### src/include/bvc_pkg.sv
package bvc_pkg;
	// register location and reset image
	localparam logic [7:0] BVC_ADDR        = 8'h18;
	localparam logic [7:0] BVC_RESET_VAL   = 8'h98;
	// field positions
	localparam int         BVC_PSKIP_BIT   = 7;
	localparam int         BVC_RSVD_BIT    = 6;
	localparam int         BVC_VCODE_MSB   = 5;
	localparam logic [7:0] BVC_WRITE_MASK  = 8'hbf;
	// voltage table anchors, millivolts
	localparam logic [5:0]  BVC_FINE_LAST   = 6'h1a;
	localparam logic [11:0] BVC_FINE_BASE   = 12'h384;
	localparam logic [11:0] BVC_FINE_STEP   = 12'h019;
	localparam logic [11:0] BVC_COARSE_BASE = 12'h640;
	localparam logic [11:0] BVC_COARSE_STEP = 12'h032;
	localparam logic [5:0]  BVC_CODE_1C     = 6'h1c;
	localparam logic [5:0]  BVC_CODE_1D     = 6'h1d;
	localparam logic [11:0] BVC_MV_1C       = 12'h672;
	localparam logic [11:0] BVC_MV_1D       = 12'h6d6;
	// blanking time
	localparam int         BVC_CLK_HZ      = 20000000;
	localparam int         BVC_BLANK_MS    = 5;
	localparam int         BVC_BLANK_CYC   = BVC_BLANK_MS * (BVC_CLK_HZ / 1000);
	// register-side write request
	typedef struct packed {
		logic       valid;
		logic [7:0] addr;
		logic [7:0] data;
	} bvc_wr_type;
endpackage

### src/logic/bvc_vdecode.sv
`timescale 1ns/100ps
module bvc_vdecode
	import bvc_pkg::*;
(
	// code in, millivolts out
	input  wire logic [5:0]  code,
	output logic      [11:0] millivolt
);
	// coarse segment grows off 1.600 V, two printed codes override it
	always_comb begin
		if (code <= BVC_FINE_LAST) begin
			millivolt = BVC_FINE_BASE + 12'(code) * BVC_FINE_STEP;
		end else if (code == BVC_CODE_1C) begin
			millivolt = BVC_MV_1C;
		end else if (code == BVC_CODE_1D) begin
			millivolt = BVC_MV_1D;
		end else begin
			millivolt = BVC_COARSE_BASE + 12'(code - 6'h1b) * BVC_COARSE_STEP;
		end
	end
endmodule

### src/logic/bvc_reg.sv
`timescale 1ns/100ps
module bvc_reg
	import bvc_pkg::*;
#(
	parameter int BLANK_CYC = BVC_BLANK_CYC
)(
	// clock and reset
	input  wire logic              mclk,
	input  wire logic              sys_rst,
	// register access from the serial front end
	input  wire bvc_pkg::bvc_wr_type wr,
	input  wire logic [7:0]        rd_addr,
	output logic      [7:0]        rd_data,
	// unlock state and power-up default
	input  wire logic              unlock_ok,
	input  wire logic              default_load,
	input  wire logic [7:0]        default_val,
	// converter controls
	output logic                   pulse_skip_enable,
	output logic      [5:0]        vcode,
	output logic      [11:0]       vout_mv,
	output logic                   monitor_blank
);
	import bvc_pkg::*;

	logic [7:0]  reg_q;
	logic [22:0] blank_q;
	logic        hit;
	logic        wr_ok;

	assign hit   = wr.valid && (wr.addr == BVC_ADDR);
	assign wr_ok = hit && unlock_ok;

	// register storage; strap-style default loads after reset release
	always_ff @(posedge mclk or posedge sys_rst) begin
		if (sys_rst) begin
			reg_q <= BVC_RESET_VAL;
		end else if (default_load) begin
			reg_q <= default_val & BVC_WRITE_MASK;
		end else if (wr_ok) begin
			reg_q <= wr.data & BVC_WRITE_MASK;
		end
	end

	// blanking counter; a locked-out write still counts as a write attempt on the bus, so it blanks too
	always_ff @(posedge mclk or posedge sys_rst) begin
		if (sys_rst) begin
			blank_q <= 23'h0;
		end else if (hit) begin
			blank_q <= 23'(BLANK_CYC);
		end else if (blank_q != 23'h0) begin
			blank_q <= blank_q - 23'h1;
		end
	end

	assign monitor_blank     = (blank_q != 23'h0);
	assign pulse_skip_enable = reg_q[BVC_PSKIP_BIT];
	assign vcode             = reg_q[BVC_VCODE_MSB:0];
	assign rd_data           = (rd_addr == BVC_ADDR) ? reg_q : 8'h00;

	// table decode; 1Dh stays at printed value
	bvc_vdecode u_dec (
		.code      (vcode),
		.millivolt (vout_mv)
	);

	AST_RSVD: assert property (@(posedge mclk) disable iff (sys_rst) !reg_q[BVC_RSVD_BIT])
		else $error("reserved bit set");
	AST_LOCK: assert property (@(posedge mclk) disable iff (sys_rst)
		(hit && !unlock_ok && !default_load) |=> reg_q == $past(reg_q))
		else $error("locked write changed register");
	AST_WR: assert property (@(posedge mclk) disable iff (sys_rst)
		(wr_ok && !default_load) |=> reg_q == ($past(wr.data) & BVC_WRITE_MASK))
		else $error("unlocked write lost");
	AST_BLANK: assert property (@(posedge mclk) disable iff (sys_rst)
		hit |=> monitor_blank [*8])
		else $error("blanking not held");
	AST_BLANK_END: assert property (@(posedge mclk) disable iff (sys_rst)
		(blank_q == 23'h1 && !hit) |=> !monitor_blank)
		else $error("blanking overran");
	AST_V18: assert property (@(posedge mclk) disable iff (sys_rst)
		vcode == 6'h18 |-> vout_mv == 12'd1500)
		else $error("18h not 1.500 V");
	AST_VFINE: assert property (@(posedge mclk) disable iff (sys_rst)
		vcode == 6'h1a |-> vout_mv == 12'd1550)
		else $error("1Ah not 1.550 V");
	AST_VTOP: assert property (@(posedge mclk) disable iff (sys_rst)
		vcode == 6'h3f |-> vout_mv == 12'd3400)
		else $error("3Fh not 3.400 V");
	AST_V1D: assert property (@(posedge mclk) disable iff (sys_rst)
		vcode == 6'h1d |-> vout_mv == 12'd1750)
		else $error("1Dh not 1.750 V");
	AST_PSKIP: assert property (@(posedge mclk) disable iff (sys_rst)
		(wr_ok && !default_load) |=> pulse_skip_enable == $past(wr.data[7]))
		else $error("pulse skip not written");
endmodule

### config.mk
export PLATFORM = sky130hd
export DESIGN_NAME = bvc_reg
export DESIGN_NICKNAME = d
export VERILOG_FILES = /design/src/include/bvc_pkg.sv /design/src/logic/bvc_vdecode.sv /design/src/logic/bvc_reg.sv
export SDC_FILE = /design/constraint.sdc
export NUM_CORES = 1
export LEC_CHECK = 0
export BUFFER_PORTS_ARGS = -buffer_cell sky130_fd_sc_hd__buf_2
export CAP_MARGIN = 30
export CELL_PAD_IN_SITES_DETAIL_PLACEMENT = 1
export CELL_PAD_IN_SITES_GLOBAL_PLACEMENT = 1
export CORE_MARGIN = 2
export CORE_UTILIZATION = 45
export DETAILED_ROUTE_END_ITERATION = 10
export PLACE_DENSITY = 0.92
export REMOVE_ABC_BUFFERS = 1
export SLEW_MARGIN = 10
export SYNTH_ARGS = -nofsm -noshare
export SYNTH_HDL_FRONTEND = slang
export SYNTH_SLANG_ARGS = --single-unit
export TNS_END_PERCENT = 5
### constraint.sdc
create_clock -name mclk -period 9 [get_ports mclk]
set_input_delay 0.9 -clock mclk [delete_from_list [all_inputs] [get_ports mclk]]
set_output_delay 0.9 -clock mclk [all_outputs]
set_load 0.05 [all_outputs]
* After elaboration in Yosys (flattened, before gate mapping)
Cells that the tools add are included.
** Storage, ports and cells
- Flip-flop bits (word level) :: 31
- Latch bits :: 0
- Bits in writable memories :: 0
- ROM bits :: 0
- Input port bits :: 37
- Output and inout port bits :: 28
- Logic and storage cells :: 26
- Memories :: 0
** Operators by class
- Add/sub/neg operators :: 4
- Multipliers :: 2
- Div/mod/pow operators :: 0
- Order comparisons :: 1
- Equality and inequality tests :: 4
- Shift operators :: 0
- Mux-type cells :: 8
- Bitwise logic cells :: 0
- Reductions and logical operators :: 5
** Operators with widths (number)
- $mux 23 :: 2
- $mux 12 :: 3
- $mux 8 :: 3
- $reduce_bool 23->1 :: 1
- $sub 23x1->23 const B :: 1
- $eq 8x5->1 const B :: 2
- $add 10x11->12 const A :: 1
- $add 11x12->12 const A :: 1
- $eq 6x5->1 const B :: 2
- $mul 12x5->11 const B :: 1
- $mul 6x5->11 const B :: 1
- $sub 6x5->7 const B :: 1
- $le 6x5->1 const B :: 1
- $reduce_bool 2->1 :: 2
- $logic_and 1x1->1 :: 2

* Logic depth before layout (Yosys ltp)
Gate-level depths: netlist of run 1.
- Depth in word-level cells :: 6
- Gate-level depth with buffers :: 17
- Gate-level depth less buffers :: 17

* Cells and area by module
A second synthesis of run 1 with hierarchy kept.
** Unflattened totals
- Cells, all modules :: 391
- Area total of the unflattened synthesis :: 3409.5 um^2
** By module, submodules not included
- bvc_reg :: instances 1, cells an instance 197, area an instance 1803.0 um^2, seq. area each 754.5 um^2
- bvc_vdecode :: instances 1, cells an instance 194, area an instance 1606.5 um^2, seq. area each 0.0 um^2

* Least setup slack after synthesis of run 1
No wires, ideal clock.
- Path type :: reg2out
- Start :: reg reg_q[2]
- End :: out vout_mv[11]
- Data arrival time :: 5.055 ns
- Required time :: 8.100 ns
- Slack :: 3.045 ns
- Stages on the path, launching flop included :: 17
- Cells stage by stage :: dfrtp_1 > inv_1 > ha_1 > a21oi_1 > nor2b_1 > xnor2_1 > ha_1 > fa_1 > inv_1 > fa_1 > inv_1 > ha_1 > or4b_2 > o2111ai_1 > a211oi_1 > xnor2_1 > o22ai_1
** On the way
- Word-level cells in the longest chain between the ends :: 6
- Elaborated cells on any way between the ends :: 11
- Those cells by class :: add/sub (3); mul (2); order compare (1); eq/ne (2); mux (3)
** Ends and longest elaborated chain
- start: declaration :: RTL line bvc_reg.sv:26 : logic [7:0] reg_q;
- start signal: assignment :: RTL line bvc_reg.sv:39 : reg_q <= default_val & BVC_WRITE_MASK;
- start signal: assignment :: RTL line bvc_reg.sv:41 : reg_q <= wr.data & BVC_WRITE_MASK;
- $sub 6x5->7 :: RTL line bvc_vdecode.sv:18 : millivolt = BVC_COARSE_BASE + 12'(code - 6'h1b) * BVC_COARSE_STEP;
- $mul 12x5->11 :: RTL line bvc_vdecode.sv:18
- $add 11x12->12 :: RTL line bvc_vdecode.sv:18
- $mux 12 :: RTL line bvc_vdecode.sv:15 : end else if (code == BVC_CODE_1D) begin
- $mux 12 :: RTL line bvc_vdecode.sv:13 : end else if (code == BVC_CODE_1C) begin
- $mux 12 * :: RTL line bvc_vdecode.sv:11 : if (code <= BVC_FINE_LAST) begin
- end: declaration :: RTL line bvc_reg.sv:21 : output logic [11:0] vout_mv,
Mark *: on every way between the ends. The rest lies on a longest branch, timed or not.

* Worst setup path in the final report of run 1
Ends and elaborated chain as after synthesis.

==> flow_metrics.tcl, run 1 <==
set metrics [dict create \
    start_util 0.465 \
    cts.clk_slew.worst_paths_ns 0.07 \
    nFillCells 831 \
    die_y_um 87.8 \
    layout.nets 516 \
    arrival_ns 5.04 \
    n_antenna_cell 0 \
    fmax_mhz 168 \
    holdBufCountCts 0 \
    leakagePower_uw 0.00177 \
    placementRows 30 \
    detail_route.iter0.violations 76 \
    syn_inst 358 \
    min_period_ns 5.94 \
    peakVddDrop_mv 0.127 \
    max-clock-path-buffers 2 \
    finalSetupTns_ns 0 \
    antenna_found_initial 0 \
    syn-mean-instance-area_sq_um 8.82 \
    grt_pass1_vias 3081 \
    end_kind "output pin" \
    fin_skew_ns 0.00885 \
    io-pin-count 65 \
    route.detailed.drc 0 \
    track_usage 0.236 \
    worstPathMaxFanout 10 \
    relSlewSlack 0.394 \
    first_pass_iters 4 \
    synth_seq_cells 30 \
    post-cts-setup-buffer-count 0 \
    dpl.cell_count 508 \
    root_buffer "clkbuf_8" \
    syn_area_sq_um 3160 \
    setup_viol 0 \
    clock_sinks 30 \
    io_buffers 61 \
    drive_above_1_share 0.191 \
    worst_pin_slew_ns 0.901 \
    die_x_um 87.8 \
    htreeDepth 2 \
    core_sq_um 6790 \
    grt_overflow 0 \
    hold_viol 0 \
    hold_class "reg -> reg" \
    async_reset_ff_frac 1.00 \
    yosysSeqAreaShare 0.239 \
    drv_slew 0 \
    cts_tree "yes" \
    status "completed" \
    routed_wl_um 8380 \
    grt_pass1_wl_um 14400 \
    critPathKind "reg -> out" \
    yosys_warnings 0 \
    routedWlPerCell_um 16.3 \
    routabilityCongestion 0.785 \
    clk_latency_ns 0.29 \
    rsz0062_at_grt "false" \
    syn_to_final_growth_pct 15.8 \
    whs_ns 0.552 \
    final_cells 515 \
    grt_max_degree 23 \
    cts-resized-gates 0 \
    period_share 0.660 \
    post-route-util 0.538 \
    max-cap-violations 0 \
    antenna_left 0 \
    yosysUniqueCellTypes 51 \
    ys.flop_type "dfrtp_1" \
    dp_hpwl_um 6880 \
    p_per_area_nw_per_um2 297 \
    required_ns 8.10 \
    vias_per_cell 5.44 \
    cts_inserted_buffers 5 \
    dieArea_sq_um 7710 \
    start_kind "flop" \
    synth_edf_count 0 \
    num_vias 2802 \
]
[cell families (layout without fill, tap and decap cells)]
group | Yosys count | after routing | synth area share
DFF | 30 | 30 | 0.239
adders and majority gates | 60 | 60 | 0.259
muxes | 9 | 9 | 0.0289
buffers and inverters | 50 | 111 | 0.0614
other | 1 | 1 | 0.00119
and+or+nand+nor | 114 | 114 | 0.190
xor gates and xnor gates | 38 | 38 | 0.105
AOI/OAI and AO/OA | 56 | 56 | 0.115
[worst max-delay path: stages, from the launching register on]
cell	delay (ns)
dfrtp_1	0.54
inv_1	0.13
ha_1	0.21
a21oi_1	0.32
nor2b_1	0.11
xnor2_1	0.20
ha_1	0.26
fa_1	0.47
inv_1	0.06
fa_1	0.50
inv_1	0.04
ha_1	0.35
or4b_2	0.68
o2111ai_1	0.18
a211oi_1	0.11
xnor2_1	0.15
o22ai_1	0.15
buf_2	0.29
[final cells by class]
type,count,area [sq um],area share
Inverter,41,154,0.0421
Timing Repair Buffer,63,340,0.0930
Sequential cell,30,754,0.206
Multi-Input combinational cell,278,2210,0.604
Clock buffer,5,68.8,0.0188
Clock inverter,2,10.0,0.00274
Tap cell,96,120,0.0328
[power by group]
group / switching (uW) / internal [uW] / leakage, uW / total [uW]
sequential: 29.5 / 159 / 0.000315 / 189
combinational: 505 / 291 / 0.00141 / 796
clock: 49.9 / 51.7 / 0.0000438 / 102
total: 585 / 502 / 0.00177 / 1090
[stage by stage]
step | area (sq um) | setup WS [ns] | total power [uW]
2_1_floorplan | 3120 | 3.05 | 797
3_3_place_gp | 3550 | 3.50 | 927
3_5_place_dp | 3580 | 3.38 | 987
4_1_cts | 3660 | 3.05 | 1090
5_1_grt | 3660 | 2.77 | 1170
6_report | 3660 | 3.06 | 1090
[placed cells by master, fill, tap and decap left out, drive strengths merged, types with 5 or more instances in the layout]
master / netlist / routed
nor4: 6 / 6
xnor2: 30 / 30
fa: 9 / 9
mux2i: 8 / 8
nand2: 22 / 22
or4: 5 / 5
dfrtp: 27 / 27
ha: 51 / 51
and2: 9 / 9
o21ai: 15 / 15
nor3: 8 / 8
nor2: 35 / 35
buf: 4 / 63
clkbuf: 5 / 5
a31oi: 6 / 6
xor2: 8 / 8
nand3: 6 / 6
inv: 41 / 41
a21oi: 13 / 13
[synthesized netlist by cell type (2+ instances only)]
| cell | instances | area share |
|---|---|---|
| fa_1 | 9 | 0.057 |
| o21ai_0 | 14 | 0.022 |
| clkbuf_1 | 5 | 0.0059 |
| or2_2 | 2 | 0.0040 |
| nor2b_1 | 2 | 0.0040 |
| and2_1 | 9 | 0.018 |
| a21o_1 | 4 | 0.0095 |
| nor4_1 | 6 | 0.012 |
| buf_2 | 2 | 0.0032 |
| nand3_1 | 6 | 0.0095 |
| xnor2_1 | 30 | 0.083 |
| nor2_1 | 35 | 0.042 |
| a32oi_1 | 2 | 0.0055 |
| a211oi_1 | 3 | 0.0071 |
| or4_1 | 5 | 0.012 |
| mux2i_1 | 8 | 0.025 |
| and3_1 | 2 | 0.0040 |
| a31oi_1 | 6 | 0.012 |
| inv_1 | 41 | 0.049 |
| xor2_1 | 8 | 0.022 |
| nand2_1 | 22 | 0.026 |
| o211ai_1 | 3 | 0.0071 |
| o22ai_1 | 3 | 0.0059 |
| and4b_1 | 2 | 0.0063 |
| dfstp_2 | 3 | 0.025 |
| a21oi_1 | 13 | 0.021 |
| or3_1 | 3 | 0.0059 |
| nor3_1 | 8 | 0.013 |
| nand2b_1 | 2 | 0.0040 |
| ha_1 | 51 | 0.20 |
| nor4b_1 | 3 | 0.0083 |
| dfrtp_1 | 27 | 0.21 |
[final timing paths]
check	endpoint	from	slack [ns]	cells after the start
worst min-delay path	blank_q[7]$_DFFE_PP0P_	blank_q[7]$_DFFE_PP0P_	0.55	2
worst max register to register	blank_q[17]$_DFFE_PP0P_	blank_q[9]$_DFFE_PP0P_	6.29	6
worst max-delay path	vout_mv[11]	reg_q[2]$_DFFE_PP0P_	3.06	17
min in group asynchronous	blank_q[0]$_DFFE_PP0P_	sys_rst	0.68	2
worst min register to register	blank_q[7]$_DFFE_PP0P_	blank_q[7]$_DFFE_PP0P_	0.55	2
max in group asynchronous	reg_q[7]$_DFFE_PP1P_	sys_rst	7.72	3
[sequential cells by signal (all words and copies together), names as in the netlist]
name / cells
blank_q: 23
reg_q: 7
[per-layer routing]
layer / track usage / part of all wire / vias to the layer above
li1: - / - / 1354
met1: 0.279 / 0.42 / 1374
met2: 0.452 / 0.54 / 61
met3: 0.0254 / 0.029 / 13
met4: 0.0615 / 0.014 / 0
met5: 0 / 0 / -
No activity file was read; power rests on OpenSTA's default activity.
==> run 2: changes to the inputs <==
- ABC_AREA: not set -> 1
- CORE_UTILIZATION: 45 -> 41
- PLACE_DENSITY: 0.92 -> 0.88
- clock period: 9 -> 6.2 ns (I/O delays scaled with it)
==> flow_metrics.tcl, run 2 <==
set metrics [dict create \
    drive_above_1_share 0.175 \
    track_usage 0.229 \
    synth_top_area_frac 0.190 \
    yosys_warnings 0 \
    core_sq_um 8300 \
    yosysMostFrequentCell "nand2_1" \
    async_reset_ff_frac 1.00 \
    root_buffer "clkbuf_8" \
    synthMuxAreaShare 0.0222 \
    cpPeakStageDelay_ns 0.50 \
    reg.largest.list "blank_q x23, reg_q x7" \
    cp_cell_sequence "inv_1 -> ha_1 -> a21oi_1 -> xor2_1 -> ha_1 -> ha_1 -> inv_1 -> fa_1 -> inv_1 -> ha_1 -> a21oi_1 -> nand3_1 -> nand2_1 -> nand2_1 -> nor2_1 -> nand2_1 -> nand3_1 -> nand2_1 -> buf_2" \
    rsz0062_at_grt "false" \
    antenna_left 0 \
    yosysSeqAreaShare 0.213 \
    syn_inst 500 \
    synth-xor-area-share 0.0493 \
    route.detailed.drc 0 \
    relSlewSlack 0.486 \
    num_vias 3560 \
    antenna_found_initial 0 \
    max-cap-violations 0 \
    io_buffers 61 \
    die_y_um 97.0 \
    fin_skew_ns 0.0148 \
    leakagePower_uw 0.00222 \
    busiest_layer "met2" \
    syn_area_sq_um 3550 \
    arrival_ns 4.42 \
    synth_seq_cells 30 \
    met3_usage 0.0202 \
    synth_edf_count 0 \
    routedWlPerCell_um 15.4 \
    yosysTopAreaCell "dfrtp_1" \
    die_x_um 97.0 \
    holdBufCountCts 0 \
    cts-resized-gates 0 \
    use_met2 0.403 \
    grt_overflow 0 \
    synth-compound-area-share 0.0811 \
    syn-mean-instance-area_sq_um 7.10 \
    start_kind "flop" \
    largest_reg_flops 23 \
    cp.depth 19 \
    yosysUniqueCellTypes 40 \
    clock_sinks 30 \
    synthAdderAreaFrac 0.231 \
    final_cell_mix "112 x nand2_1, 78 x inv_1, 70 x nor2_1, 61 x buf_2, 51 x ha_1" \
    drv_slew 0 \
    final_common_cell "nand2_1" \
    status "completed" \
    worst_pin_slew_ns 0.768 \
    cts_inserted_buffers 5 \
    place_area_sq_um 3960 \
    routed_wl_um 10300 \
    io-pin-count 65 \
    post-route-util 0.489 \
    vias_per_cell 5.31 \
    yosys.area_share.simple 0.309 \
    rr_worst_depth 7 \
    cts_tree "yes" \
    finalSetupTns_ns 0 \
    syn_to_final_growth_pct 14.3 \
    detail_route.iter0.violations 120 \
    placementRows 33 \
    path_buf_inv 4 \
    grt_pass1_wl_um 17800 \
    max-clock-path-buffers 2 \
    clk_latency_ns 0.29 \
    cts.clk_slew.worst_paths_ns 0.08 \
    yosys-top-cells-area "dfrtp_1 19%, ha_1 18%, nand2_1 12%" \
    end_kind "output pin" \
    synth_top_family_by_area "simple AND/OR/NAND/NOR gates" \
    use_met1 0.299 \
    htreeDepth 2 \
    required_ns 5.58 \
    period_share 0.813 \
    ys.flop_type "dfrtp_1" \
    stdcell_area_sq_um 4060 \
    dieArea_sq_um 9420 \
    start_util 0.428 \
    r2r_start "blank_q[0]$_DFFE_PP0P_" \
    min_period_ns 5.04 \
    synthTopCellsByCount "112 x nand2_1, 78 x inv_1, 70 x nor2_1" \
    crit_start "reg_q[2]$_DFFE_PP0P_" \
    place_ws_ns 1.48 \
    fin_ws_ns 1.16 \
    post-cts-setup-buffer-count 0 \
    regMostFlops "blank_q" \
    n_antenna_cell 0 \
    grt_pass1_vias 3776 \
    fmax_mhz 198 \
    worstPathMaxFanout 7 \
    critPathKind "reg -> out" \
    hold_class "in -> async" \
    first_pass_iters 4 \
    crit_path_top_delay_cell "fa_1" \
    hold_viol 0 \
    layout.nets 661 \
    grt_max_degree 31 \
    setup_viol 0 \
    routabilityCongestion 0.865 \
    p_per_area_nw_per_um2 425 \
    cp_top_family "adder cells" \
    dp_hpwl_um 8540 \
    peakVddDrop_mv 0.223 \
]
==> run 2: worst min-delay path, cell delays in order <==
cell	delay, ns
buf_2	0.09
inv_1	0.04
buf_4	0.35
==> run 2: area by class of cell <==
class | count | area (sq um)
clock buffers | 6 | 82.6
clock inverters | 2 | 12.5
fillers | 1081 | 4240
inverters | 80 | 302
multi-input cells | 385 | 2460
flip-flops and latches | 30 | 754
well taps | 105 | 131
repair buffers | 62 | 313
==> run 2: final timing paths <==
check / end / slack [ns]
max in group asynchronous: reg_q[7]$_DFFE_PP1P_ / 5.48
min in group mclk: reg_q[7]$_DFFE_PP1P_ / 0.51
worst max register to register: blank_q[14]$_DFFE_PP0P_ / 4.00
worst min register to register: reg_q[7]$_DFFE_PP1P_ / 0.51
worst min-delay path: blank_q[4]$_DFFE_PP0P_ / 0.38
worst max-delay path: vout_mv[11] / 1.16
==> run 2: stage by stage <==
stage,cells,power (uW),hold WS (ns)
6_report,670,1730,0.383
2_1_floorplan,495,1230,0.475
3_5_place_dp,662,1550,0.507
3_3_place_gp,662,1470,0.493
5_1_grt,670,1900,0.438
4_1_cts,670,1730,0.397
==> run 2: power breakdown <==
| group | leakage [uW] | internal (uW) | total (uW) | switching [uW] |
|---|---|---|---|---|
| Clock | 0.0000472 | 89.2 | 170 | 80.6 |
| Sequential | 0.000335 | 226 | 266 | 39.7 |
| Combinational | 0.00184 | 417 | 1290 | 872 |
| Total | 0.00222 | 733 | 1730 | 993 |
==> run 2: routing by layer <==
layer  share of wire  wire length, um
met1            0.46             4720
met3           0.034              345
met5               0                0
met2            0.49             5070
met4           0.016              161
==> run 2: logic make-up after synthesis <==
| group | after synthesis |
|---|---|
| and+or+nand+nor | 249 |
| other | 1 |
| DFF | 30 |
| xor gates and xnor gates | 20 |
| adders and majority gates | 60 |
| muxes | 7 |
| buffers and inverters | 85 |
| AOI/OAI and AO/OA | 48 |
